--- src/inc/sbat_pkg.sv ---
// Shared constants and types for the system bus arbitration block.
// Assumes one 250 MHz clock and active-low bus pins with pull-ups.
package sbat_pkg;

  // ----------------------------------------
  // Widths and counts
  // ----------------------------------------
  localparam int BADDR_W = 5;
  localparam int BEAT_W = 4;
  localparam logic [3:0] BURST_BEATS = 4'h8;
  localparam logic [3:0] SINGLE_BEATS = 4'h1;
  localparam logic [4:0] BURST_STEP = 5'h01;
  localparam logic [4:0] BADDR_RST = 5'h00;

  // ----------------------------------------
  // Timing
  // ----------------------------------------
  localparam int CLOCK_PS = 4000;
  // Address busy is driven inactive this long before release; data busy always for one cycle
  localparam int RELEASE_PS = 4000;
  localparam int RELEASE_CYC_RAW = RELEASE_PS / CLOCK_PS;
  localparam int RELEASE_CYC = (RELEASE_CYC_RAW < 1) ? 1 : RELEASE_CYC_RAW;

  // ----------------------------------------
  // Pin levels
  // ----------------------------------------
  localparam logic PIN_ON = 1'b0;
  localparam logic PIN_OFF = 1'b1;

  // ----------------------------------------
  // State machines
  // ----------------------------------------
  typedef enum logic [1:0] {
    A_IDLE,
    A_REQ,
    A_TENURE,
    A_RELEASE
  } sbat_astate_e;

  typedef enum logic [1:0] {
    D_IDLE,
    D_WAIT,
    D_TENURE,
    D_RELEASE
  } sbat_dstate_e;

endpackage : sbat_pkg

--- src/inc/sbat_burst_if.sv ---
// Link between the tenure logic and the burst address generator.
// Both ends share the block clock.
`timescale 1ns/1ps
interface sbat_burst_if;
  logic load;
  logic beat;
  logic [sbat_pkg::BADDR_W-1:0] start;
  logic [sbat_pkg::BADDR_W-1:0] addr;

  modport ctl (
    output load,
    output beat,
    output start,
    input addr
  );

  modport gen (
    input load,
    input beat,
    input start,
    output addr
  );
endinterface : sbat_burst_if

--- src/hdl/sbat_burst_addr.sv ---
// Low-order burst address generator for memories without incrementers.
// Expects load on tenure start and one beat pulse per data beat.
`timescale 1ns/1ps
module sbat_burst_addr (
  // Clock and reset
  input wire logic i_clock,
  input wire logic i_srst,
  // Control
  sbat_burst_if.gen bus
);

  typedef struct packed {
    logic [sbat_pkg::BADDR_W-1:0] addr;
  } sbat_gen_s;

  sbat_gen_s st;
  sbat_gen_s next_st;

  // ----------------------------------------
  // Next state
  // ----------------------------------------
  always_comb begin
    next_st = st;
    if (bus.load) begin
      next_st.addr = bus.start;
    end else if (bus.beat) begin
      // Wraps inside the low-order field, as burst memories expect
      next_st.addr = st.addr + sbat_pkg::BURST_STEP;
    end
  end

  always_ff @(posedge i_clock) begin
    if (i_srst) begin
      st.addr <= sbat_pkg::BADDR_RST;
    end else begin
      st <= next_st;
    end
  end

  assign bus.addr = st.addr;

endmodule : sbat_burst_addr

--- src/hdl/sbat_arbiter.sv ---
// Arbitration and tenure signalling on the shared system bus.
// Assumes pins are synchronous, active low and pulled up externally.
// How it works
// (RULE1) External arbiter mode: we drive bus request out to ask for bus.
// (RULE2) Internal arbiter mode: bus request is an input from outside masters.
// (RULE3) Internal arbiter mode: we drive bus grant to outside master.
// (RULE4) External arbiter mode: bus grant is an input giving us the bus.
// (RULE5) Data grant is our output as arbiter, else our input.
// (RULE6) Address busy held asserted for our whole address tenure.
// (RULE7) After acknowledge, address busy driven high briefly, then released.
// (RULE8) Never take address bus while someone else shows address busy.
// (RULE9) Data busy held asserted for our whole data tenure.
// (RULE10) After last transfer ack, data busy driven high briefly, released.
// (RULE11) Never take data bus while someone else shows data busy.
// (RULE12) Every new address tenure starts with a transfer start.
// (RULE13) We pulse transfer start when our internal master begins.
// (RULE14) Outside transfer start: report it and answer as slave if hit.
// (RULE15) A slave acknowledges the address once it recognises it.
// (RULE16) Address acknowledge ends the address tenure for both sides.
// (RULE17) On retry the current master abandons and tries later.
// (RULE18) Outside masters may retry for coherency or deadlock avoidance.
// (RULE19) Memory controller drives five burst address outputs.
// (RULE20) Arbiter mode is captured at reset and then fixed.
// (RULE21) Busy, request, grant are active low with shared pull-up.
`timescale 1ns/1ps
module sbat_arbiter #(
  parameter int BEAT_W = sbat_pkg::BEAT_W
) (
  // Clock and reset
  input wire logic i_clock,
  input wire logic i_srst,
  // Static configuration
  input wire logic i_internal_arbiter,
  // Internal master side
  input wire logic i_master_req,
  input wire logic i_master_burst,
  input wire logic [sbat_pkg::BADDR_W-1:0] i_master_addr,
  output logic o_master_granted,
  output logic o_master_retry,
  output logic o_master_done,
  // Slave side for outside tenures
  input wire logic i_slave_hit,
  input wire logic i_slave_addr,
  output logic o_ext_start,
  output logic o_ext_data,
  // Bus request pin
  input wire logic i_bus_request_n,
  output logic o_bus_request_n,
  output logic o_bus_request_oe,
  // Bus grant pin
  input wire logic i_bus_grant_n,
  output logic o_bus_grant_n,
  output logic o_bus_grant_oe,
  // Data bus grant pin
  input wire logic i_data_bus_grant_n,
  output logic o_data_bus_grant_n,
  output logic o_data_bus_grant_oe,
  // Address bus busy pin
  input wire logic i_address_bus_busy_n,
  output logic o_address_bus_busy_n,
  output logic o_address_bus_busy_oe,
  // Data bus busy pin
  input wire logic i_data_bus_busy_n,
  output logic o_data_bus_busy_n,
  output logic o_data_bus_busy_oe,
  // Transfer start pin
  input wire logic i_transfer_start_n,
  output logic o_transfer_start_n,
  output logic o_transfer_start_oe,
  // Address acknowledge pin
  input wire logic i_address_acknowledge_n,
  output logic o_address_acknowledge_n,
  output logic o_address_acknowledge_oe,
  // Address retry pin, monitored only
  input wire logic i_address_retry_n,
  // Transfer acknowledge pin, monitored only
  input wire logic i_transfer_acknowledge_n,
  // Burst address outputs
  output logic [sbat_pkg::BADDR_W-1:0] o_burst_address_out
);

  // ----------------------------------------
  // State
  // ----------------------------------------
  typedef struct packed {
    logic int_mode;
    sbat_pkg::sbat_astate_e astate;
    sbat_pkg::sbat_dstate_e dstate;
    logic [BEAT_W-1:0] beats;
    logic [BEAT_W-1:0] rel_cnt;
    logic burst;
    logic ts_drv;
    logic address_acknowledge_drv;
    logic bg_out;
    logic dbg_out;
    logic ext_aphase;
    logic ext_dphase;
    logic ext_dbb_seen;
    logic retry;
    logic done;
    logic ext_start;
  } sbat_state_s;

  sbat_state_s st;
  sbat_state_s next_st;

  sbat_burst_if burst_bus ();

  // Active-low pin asserted
  function automatic logic on(input logic pin_n);
    on = (pin_n == sbat_pkg::PIN_ON);
  endfunction : on

  localparam logic [BEAT_W-1:0] REL_LAST =
    BEAT_W'(sbat_pkg::RELEASE_CYC - 1);

  logic abb_drv;
  logic dbb_drv;
  logic abb_other;
  logic dbb_other;
  logic ts_other;
  logic own_agrant;
  logic own_dgrant;
  logic address_acknowledge_seen;
  logic retry_seen;
  logic ta_seen;
  logic [BEAT_W-1:0] need_beats;

  // ----------------------------------------
  // Pin sensing
  // ----------------------------------------
  assign abb_drv = (st.astate == sbat_pkg::A_TENURE) ||
                   (st.astate == sbat_pkg::A_RELEASE);
  assign dbb_drv = (st.dstate == sbat_pkg::D_TENURE) ||
                   (st.dstate == sbat_pkg::D_RELEASE);
  // Our own drive is never mistaken for another master
  assign abb_other = on(i_address_bus_busy_n) && !abb_drv;
  assign dbb_other = on(i_data_bus_busy_n) && !dbb_drv;
  assign ts_other = on(i_transfer_start_n) && !st.ts_drv;
  assign address_acknowledge_seen = on(i_address_acknowledge_n);
  assign retry_seen = on(i_address_retry_n);
  assign ta_seen = on(i_transfer_acknowledge_n);
  assign need_beats = st.burst ? BEAT_W'(sbat_pkg::BURST_BEATS) :
                                 BEAT_W'(sbat_pkg::SINGLE_BEATS);

  // (RULE4) Grant pin in external mode
  // (RULE8) Held off while other owner busy
  assign own_agrant = (st.int_mode ? !st.bg_out : on(i_bus_grant_n)) &&
                      !abb_other;
  // (RULE5) Data grant pin or own decision
  // (RULE11) Held off while data busy
  assign own_dgrant = (st.int_mode ? !st.dbg_out && !st.ext_dphase :
                       on(i_data_bus_grant_n)) && !dbb_other;

  // ----------------------------------------
  // Next state
  // ----------------------------------------
  always_comb begin
    next_st = st;
    next_st.ts_drv = 1'b0;
    next_st.address_acknowledge_drv = 1'b0;
    next_st.retry = 1'b0;
    next_st.done = 1'b0;
    next_st.ext_start = 1'b0;

    // Address tenure of our internal master
    case (st.astate)
      sbat_pkg::A_IDLE: begin
        // One tenure in flight: the data phase must drain first
        if (i_master_req && st.dstate == sbat_pkg::D_IDLE) begin
          next_st.astate = sbat_pkg::A_REQ;
          next_st.burst = i_master_burst;
        end
      end
      sbat_pkg::A_REQ: begin
        if (own_agrant) begin
          // (RULE13) Start pulse begins tenure
          next_st.astate = sbat_pkg::A_TENURE;
          next_st.ts_drv = 1'b1;
        end
      end
      sbat_pkg::A_TENURE: begin
        if (retry_seen) begin
          // (RULE17) Abandon on retry
          next_st.astate = sbat_pkg::A_RELEASE;
          next_st.rel_cnt = '0;
          next_st.retry = 1'b1;
        end else if (address_acknowledge_seen && !st.ts_drv) begin
          // (RULE16) Acknowledge ends tenure
          next_st.astate = sbat_pkg::A_RELEASE;
          next_st.rel_cnt = '0;
          next_st.dstate = sbat_pkg::D_WAIT;
          next_st.beats = '0;
        end
      end
      sbat_pkg::A_RELEASE: begin
        // (RULE7) Drive high, then release
        if (st.rel_cnt == REL_LAST) begin
          next_st.astate = sbat_pkg::A_IDLE;
        end else begin
          next_st.rel_cnt = st.rel_cnt + 1'b1;
        end
      end
      default: begin
        next_st.astate = sbat_pkg::A_IDLE;
      end
    endcase

    // Data tenure of our internal master
    case (st.dstate)
      sbat_pkg::D_IDLE: begin
      end
      sbat_pkg::D_WAIT: begin
        if (retry_seen) begin
          // (RULE17) Late retry still cancels
          next_st.dstate = sbat_pkg::D_IDLE;
          next_st.retry = 1'b1;
        end else if (own_dgrant) begin
          next_st.dstate = sbat_pkg::D_TENURE;
        end
      end
      sbat_pkg::D_TENURE: begin
        // (RULE9) Busy until last beat
        if (ta_seen) begin
          next_st.beats = st.beats + 1'b1;
          if (st.beats + 1'b1 == need_beats) begin
            next_st.dstate = sbat_pkg::D_RELEASE;
            next_st.done = 1'b1;
          end
        end
      end
      sbat_pkg::D_RELEASE: begin
        // (RULE10) Inactive one cycle, release
        next_st.dstate = sbat_pkg::D_IDLE;
      end
      default: begin
        next_st.dstate = sbat_pkg::D_IDLE;
      end
    endcase

    // (RULE14) Outside tenure start seen
    // (RULE12) Start marks new tenure
    if (ts_other) begin
      next_st.ext_start = 1'b1;
      next_st.ext_aphase = 1'b1;
    end else if (st.ext_aphase) begin
      if (retry_seen) begin
        next_st.ext_aphase = 1'b0;
      end else if (address_acknowledge_seen) begin
        // (RULE16) Acknowledge ends outside tenure
        next_st.ext_aphase = 1'b0;
        next_st.ext_dphase = 1'b1;
        next_st.ext_dbb_seen = 1'b0;
      end else if (i_slave_hit && !st.address_acknowledge_drv) begin
        // (RULE15) Acknowledge on recognition
        next_st.address_acknowledge_drv = 1'b1;
      end
    end

    // Outside data phase lasts until its busy rises again
    if (st.ext_dphase) begin
      if (dbb_other) begin
        next_st.ext_dbb_seen = 1'b1;
      end else if (st.ext_dbb_seen) begin
        next_st.ext_dphase = 1'b0;
      end
    end

    // (RULE3) Grant outside master when idle
    // Our master wins a tie; outside waits
    next_st.bg_out = st.int_mode && on(i_bus_request_n) &&
                     st.astate == sbat_pkg::A_IDLE && !i_master_req &&
                     st.dstate == sbat_pkg::D_IDLE;
    // (RULE5) Data grant when bus free
    next_st.dbg_out = st.int_mode && st.ext_dphase && !st.ext_dbb_seen &&
                      st.dstate == sbat_pkg::D_IDLE && !dbb_other;
  end

  // ----------------------------------------
  // Registers
  // ----------------------------------------
  always_ff @(posedge i_clock) begin
    if (i_srst) begin
      // (RULE20) Mode sampled during reset
      st.int_mode <= i_internal_arbiter;
      st.astate <= sbat_pkg::A_IDLE;
      st.dstate <= sbat_pkg::D_IDLE;
      st.beats <= '0;
      st.rel_cnt <= '0;
      st.burst <= 1'b0;
      st.ts_drv <= 1'b0;
      st.address_acknowledge_drv <= 1'b0;
      st.bg_out <= 1'b0;
      st.dbg_out <= 1'b0;
      st.ext_aphase <= 1'b0;
      st.ext_dphase <= 1'b0;
      st.ext_dbb_seen <= 1'b0;
      st.retry <= 1'b0;
      st.done <= 1'b0;
      st.ext_start <= 1'b0;
    end else begin
      st <= next_st;
    end
  end

  // ----------------------------------------
  // Burst address generator
  // ----------------------------------------
  // (RULE19) Load at start, step per beat
  assign burst_bus.load = next_st.ts_drv || (ts_other && i_slave_addr);
  assign burst_bus.start = next_st.ts_drv ? i_master_addr :
                           {sbat_pkg::BADDR_W{1'b0}};
  assign burst_bus.beat = ta_seen &&
                          (st.dstate == sbat_pkg::D_TENURE || st.ext_dphase);

  sbat_burst_addr u_burst (
    .i_clock(i_clock),
    .i_srst(i_srst),
    .bus(burst_bus.gen)
  );

  assign o_burst_address_out = burst_bus.addr;

  // ----------------------------------------
  // Pin drive
  // ----------------------------------------
  // (RULE21) Undriven lines float to the pull-up
  // (RULE1) Request out in external mode
  // (RULE2) Released as input in internal mode
  assign o_bus_request_oe = !st.int_mode;
  assign o_bus_request_n = (st.astate == sbat_pkg::A_REQ) ?
                           sbat_pkg::PIN_ON : sbat_pkg::PIN_OFF;
  assign o_bus_grant_oe = st.int_mode;
  assign o_bus_grant_n = st.bg_out ? sbat_pkg::PIN_ON : sbat_pkg::PIN_OFF;
  assign o_data_bus_grant_oe = st.int_mode;
  assign o_data_bus_grant_n = st.dbg_out ? sbat_pkg::PIN_ON :
                                           sbat_pkg::PIN_OFF;
  // (RULE6) Busy low through tenure
  assign o_address_bus_busy_oe = abb_drv;
  assign o_address_bus_busy_n = (st.astate == sbat_pkg::A_TENURE) ?
                                sbat_pkg::PIN_ON : sbat_pkg::PIN_OFF;
  assign o_data_bus_busy_oe = dbb_drv;
  assign o_data_bus_busy_n = (st.dstate == sbat_pkg::D_TENURE) ?
                             sbat_pkg::PIN_ON : sbat_pkg::PIN_OFF;
  assign o_transfer_start_oe = st.ts_drv;
  assign o_transfer_start_n = sbat_pkg::PIN_ON;
  assign o_address_acknowledge_oe = st.address_acknowledge_drv;
  assign o_address_acknowledge_n = sbat_pkg::PIN_ON;

  // ----------------------------------------
  // User side
  // ----------------------------------------
  assign o_master_granted = st.ts_drv;
  assign o_master_retry = st.retry;
  assign o_master_done = st.done;
  assign o_ext_start = st.ext_start;
  assign o_ext_data = st.ext_dphase;

endmodule : sbat_arbiter

--- config.mk ---
export PLATFORM = sky130hd
export DESIGN_NAME = sbat_arbiter
export DESIGN_NICKNAME = d
export VERILOG_FILES = /design/src/inc/sbat_pkg.sv /design/src/inc/sbat_burst_if.sv /design/src/hdl/sbat_burst_addr.sv /design/src/hdl/sbat_arbiter.sv
export SDC_FILE = /design/constraint.sdc
export NUM_CORES = 1
export LEC_CHECK = 0
export ABC_AREA = 1
export BUFFER_PORTS_ARGS = -buffer_cell sky130_fd_sc_hd__buf_2
export CELL_PAD_IN_SITES_DETAIL_PLACEMENT = 0
export CELL_PAD_IN_SITES_GLOBAL_PLACEMENT = 1
export CORE_UTILIZATION = 35
export CTS_CLUSTER_DIAMETER = 60
export DETAILED_ROUTE_END_ITERATION = 12
export HOLD_SLACK_MARGIN = 0.08
export PLACE_DENSITY_LB_ADDON = 0.1
export SLEW_MARGIN = 20
export SYNTH_ARGS = -nofsm -noshare
export SYNTH_HDL_FRONTEND = slang
export SYNTH_SLANG_ARGS = --single-unit
--- constraint.sdc ---
create_clock -name i_clock -period 1.8 [get_ports i_clock]
set_input_delay 0.36 -clock i_clock [delete_from_list [all_inputs] [get_ports i_clock]]
set_output_delay 0.36 -clock i_clock [all_outputs]
set_load 0.005 [all_outputs]
==> results.yml <==
sta:
  post-route-min-period_ns: 1.53
  setup_ws_ns: 0.267
  clock.fmax_ghz: 0.652
  hold_viol_final: 0
  slew_viol_final: 0
  skew_ns: 0.00561
  setup_violations: 0
  period_share: 0.852
  fin_tns_setup_ns: 0
  rsz0062_at_grt: "false"
route:
  drc: 0
  drt-pass1-iter-count: 4
  wl_per_cell_um: 11.8
  via_per_inst: 4.60
  first_iter_violations: 56
  ant_nets: 0
  num_vias: 1496
  routed_wl_um: 3830
yosys:
  syn_inst: 230
  netlist_area_mm2: 0.00157
  synthXorXnorAreaFrac: 0.0111
  synth-seq-cells: 29
  synth_fa_ha_area_frac: 0.0318
  ys_seq_area_frac: 0.376
  synth_simple_gate_area_frac: 0.318
  ys_warn_count: 0
  synth-compound-area-share: 0.123
  avgSynthCellArea_um2: 6.83
  synth_top_family_by_area: "simple AND/OR/NAND/NOR gates"
  ys_types: 32
  synthMuxAreaShare: 0
placed_design:
  io_buffers: 42
  placedCellCount: 317
  dpl.hpwl_um: 2930
  pre_cts_slack_ns: 0.335
  gp_congestion: 0.769
hold_path:
  hp-class: "in2reg"
  hold_start: "i_bus_request_n"
  min_to: "st[7]"
  hold_path_depth: 2
clocking:
  hold_buffers: 0
  cts_tree: "built"
  postCtsSetupRepairBufs: 0
  path_clk_slew_ns: 0.07
  htree_levels: 2
  cts_buffer_depth: 2
  numCtsBuffers: 5
  clock_tree.root_cell: "clkbuf_8"
  clk_latency_ns: 0.28
  cts.sinks: 29
  cts-resized-gates: 0
job:
  cap_violations: 0
die:
  initial_core_util: 0.363
  io_pins: 45
  die_height_um: 69.0
  placement_rows: 24
  core_mm2: 0.00432
  die_w_um: 69.0
  dieArea_mm2: 0.00476
worst_setup_path:
  cp-end-kind: "output pin"
  r2r_slack_ns: 0.34
  r2r_end: "u_burst.bus.addr[2]"
  cp_max_fo: 4
  cp-start-kind: "flip-flop"
  worstPathRequired_ns: 1.44
  reg2reg_depth: 8
  arrival_ns: 1.17
  crit_type: "reg2out"
  timing.rr.start: "o_bus_grant_oe"
power_and_ir_drop:
  leakagePower_nw: 0.936
  powerDensity_mw_per_mm2: 1040
  p_total_mw: 1.95
  peakVddDrop_uv: 582
global_route:
  grt_busiest_layer: "met2"
  grt_pass1_wl_um: 6380
  grt_use_met1: 0.212
  grt.met3_usage: 0.0468
  grt_pass1_vias: 1409
  grt.overflow.total: 0
  grt_max_degree: 14
  antenna_found_initial: 0
  grtUsageMet2: 0.269
  track_usage: 0.170
final_layout:
  layoutNonFillerInstCount: 325
  drive_gt1_frac: 0.223
  diodes: 0
  area_growth_pct: 19.7
  most-common-layout-cells: "44 x nand2_1, 42 x buf_2, 39 x inv_1"
  finalNetCount: 297
  layout_commonest_cell: "nand2_1"
outcome:
  status: "completed"
[kinds of logic after synthesis]
family	count (synthesis)
XOR/XNOR	2
adder cells (fa/ha/maj)	4
AND/OR/NAND/NOR	109
flip-flops	29
other	1
buffers and inverters	51
AO/OA/AOI/OAI	34
[cells in the mapped netlist (all sizes together)]
cell type / number / share of area
a31oi: 1 / 0.0040
nor2: 32 / 0.091
inv: 42 / 0.10
buf: 6 / 0.025
o32ai: 2 / 0.011
a211oi: 2 / 0.0096
dfxtp: 28 / 0.36
a21oi: 13 / 0.044
clkbuf: 2 / 0.0048
nand3: 20 / 0.072
o21ai: 14 / 0.045
nor3: 5 / 0.016
o21a: 2 / 0.0096
dlygate4sd1: 1 / 0.0056
and2: 1 / 0.0040
nand2: 47 / 0.12
nand4: 2 / 0.0080
edfxtp: 1 / 0.019
nor4: 2 / 0.0080
xor2: 2 / 0.011
conb: 1 / 0.0024
ha: 4 / 0.032
[critical path, cell delays in order, from the launching register on]
cell	delay, ns
dfxtp_1	0.43
inv_2	0.06
nor2_2	0.20
inv_1	0.07
buf_2	0.13
[final cells by class]
cell class | instances | area, um2
multi-input combinational | 151 | 768
clock buffer | 8 | 80.1
inverter | 42 | 160
fill | 462 | 2440
timing repair buffer | 43 | 218
sequential | 29 | 591
tap | 52 | 65.1
[power by group]
part	switching [mW]	total, mW	internal, mW	leakage [nW]
combinational	0.372	0.609	0.237	0.659
sequential	0.0865	0.816	0.730	0.238
clock	0.249	0.523	0.274	0.0395
[state kept, by name, indices dropped and copies added (netlist names)]
signal / flops
st: 17
u_burst.bus.addr: 5
o_address_acknowledge_oe: 1
o_bus_grant_oe: 1
o_ext_data: 1
o_ext_start: 1
o_master_done: 1
o_master_granted: 1
o_master_retry: 1
[through the flow]
stage / cell area, um2 / util / hold slack, ns
after floorplan: 1580 / - / 0.421
after global placement: 1800 / 0.417 / 0.409
after detailed placement: 1800 / 0.417 / 0.403
after CTS: 1880 / 0.435 / 0.237
after global routing: 1880 / 0.435 / 0.237
final: 1880 / 0.435 / 0.243
[how the worst max path moves through the flow]
stage / slack [ns] / end / cells after the start / start
after floorplan: 0.50 / u_burst.bus.addr[2] / 8 / o_bus_grant_oe
final: 0.27 / o_bus_request_n / 4 / st[21]
after global routing: 0.15 / u_burst.bus.addr[0] / 9 / o_bus_grant_oe
after global placement: 0.37 / u_burst.bus.addr[4] / 8 / o_bus_grant_oe
after detailed placement: 0.34 / u_burst.bus.addr[2] / 8 / o_bus_grant_oe
after CTS: 0.25 / o_bus_request_n / 4 / st[21]
[layer usage]
metal,wire length (um),share of wire,vias up
met2,1680,0.44,32
li1,-,-,804
met1,1930,0.50,653
met5,0,0,-
met3,155,0.040,7
met4,70,0.018,0
Note: power is estimated with default switching activity, not from simulation.
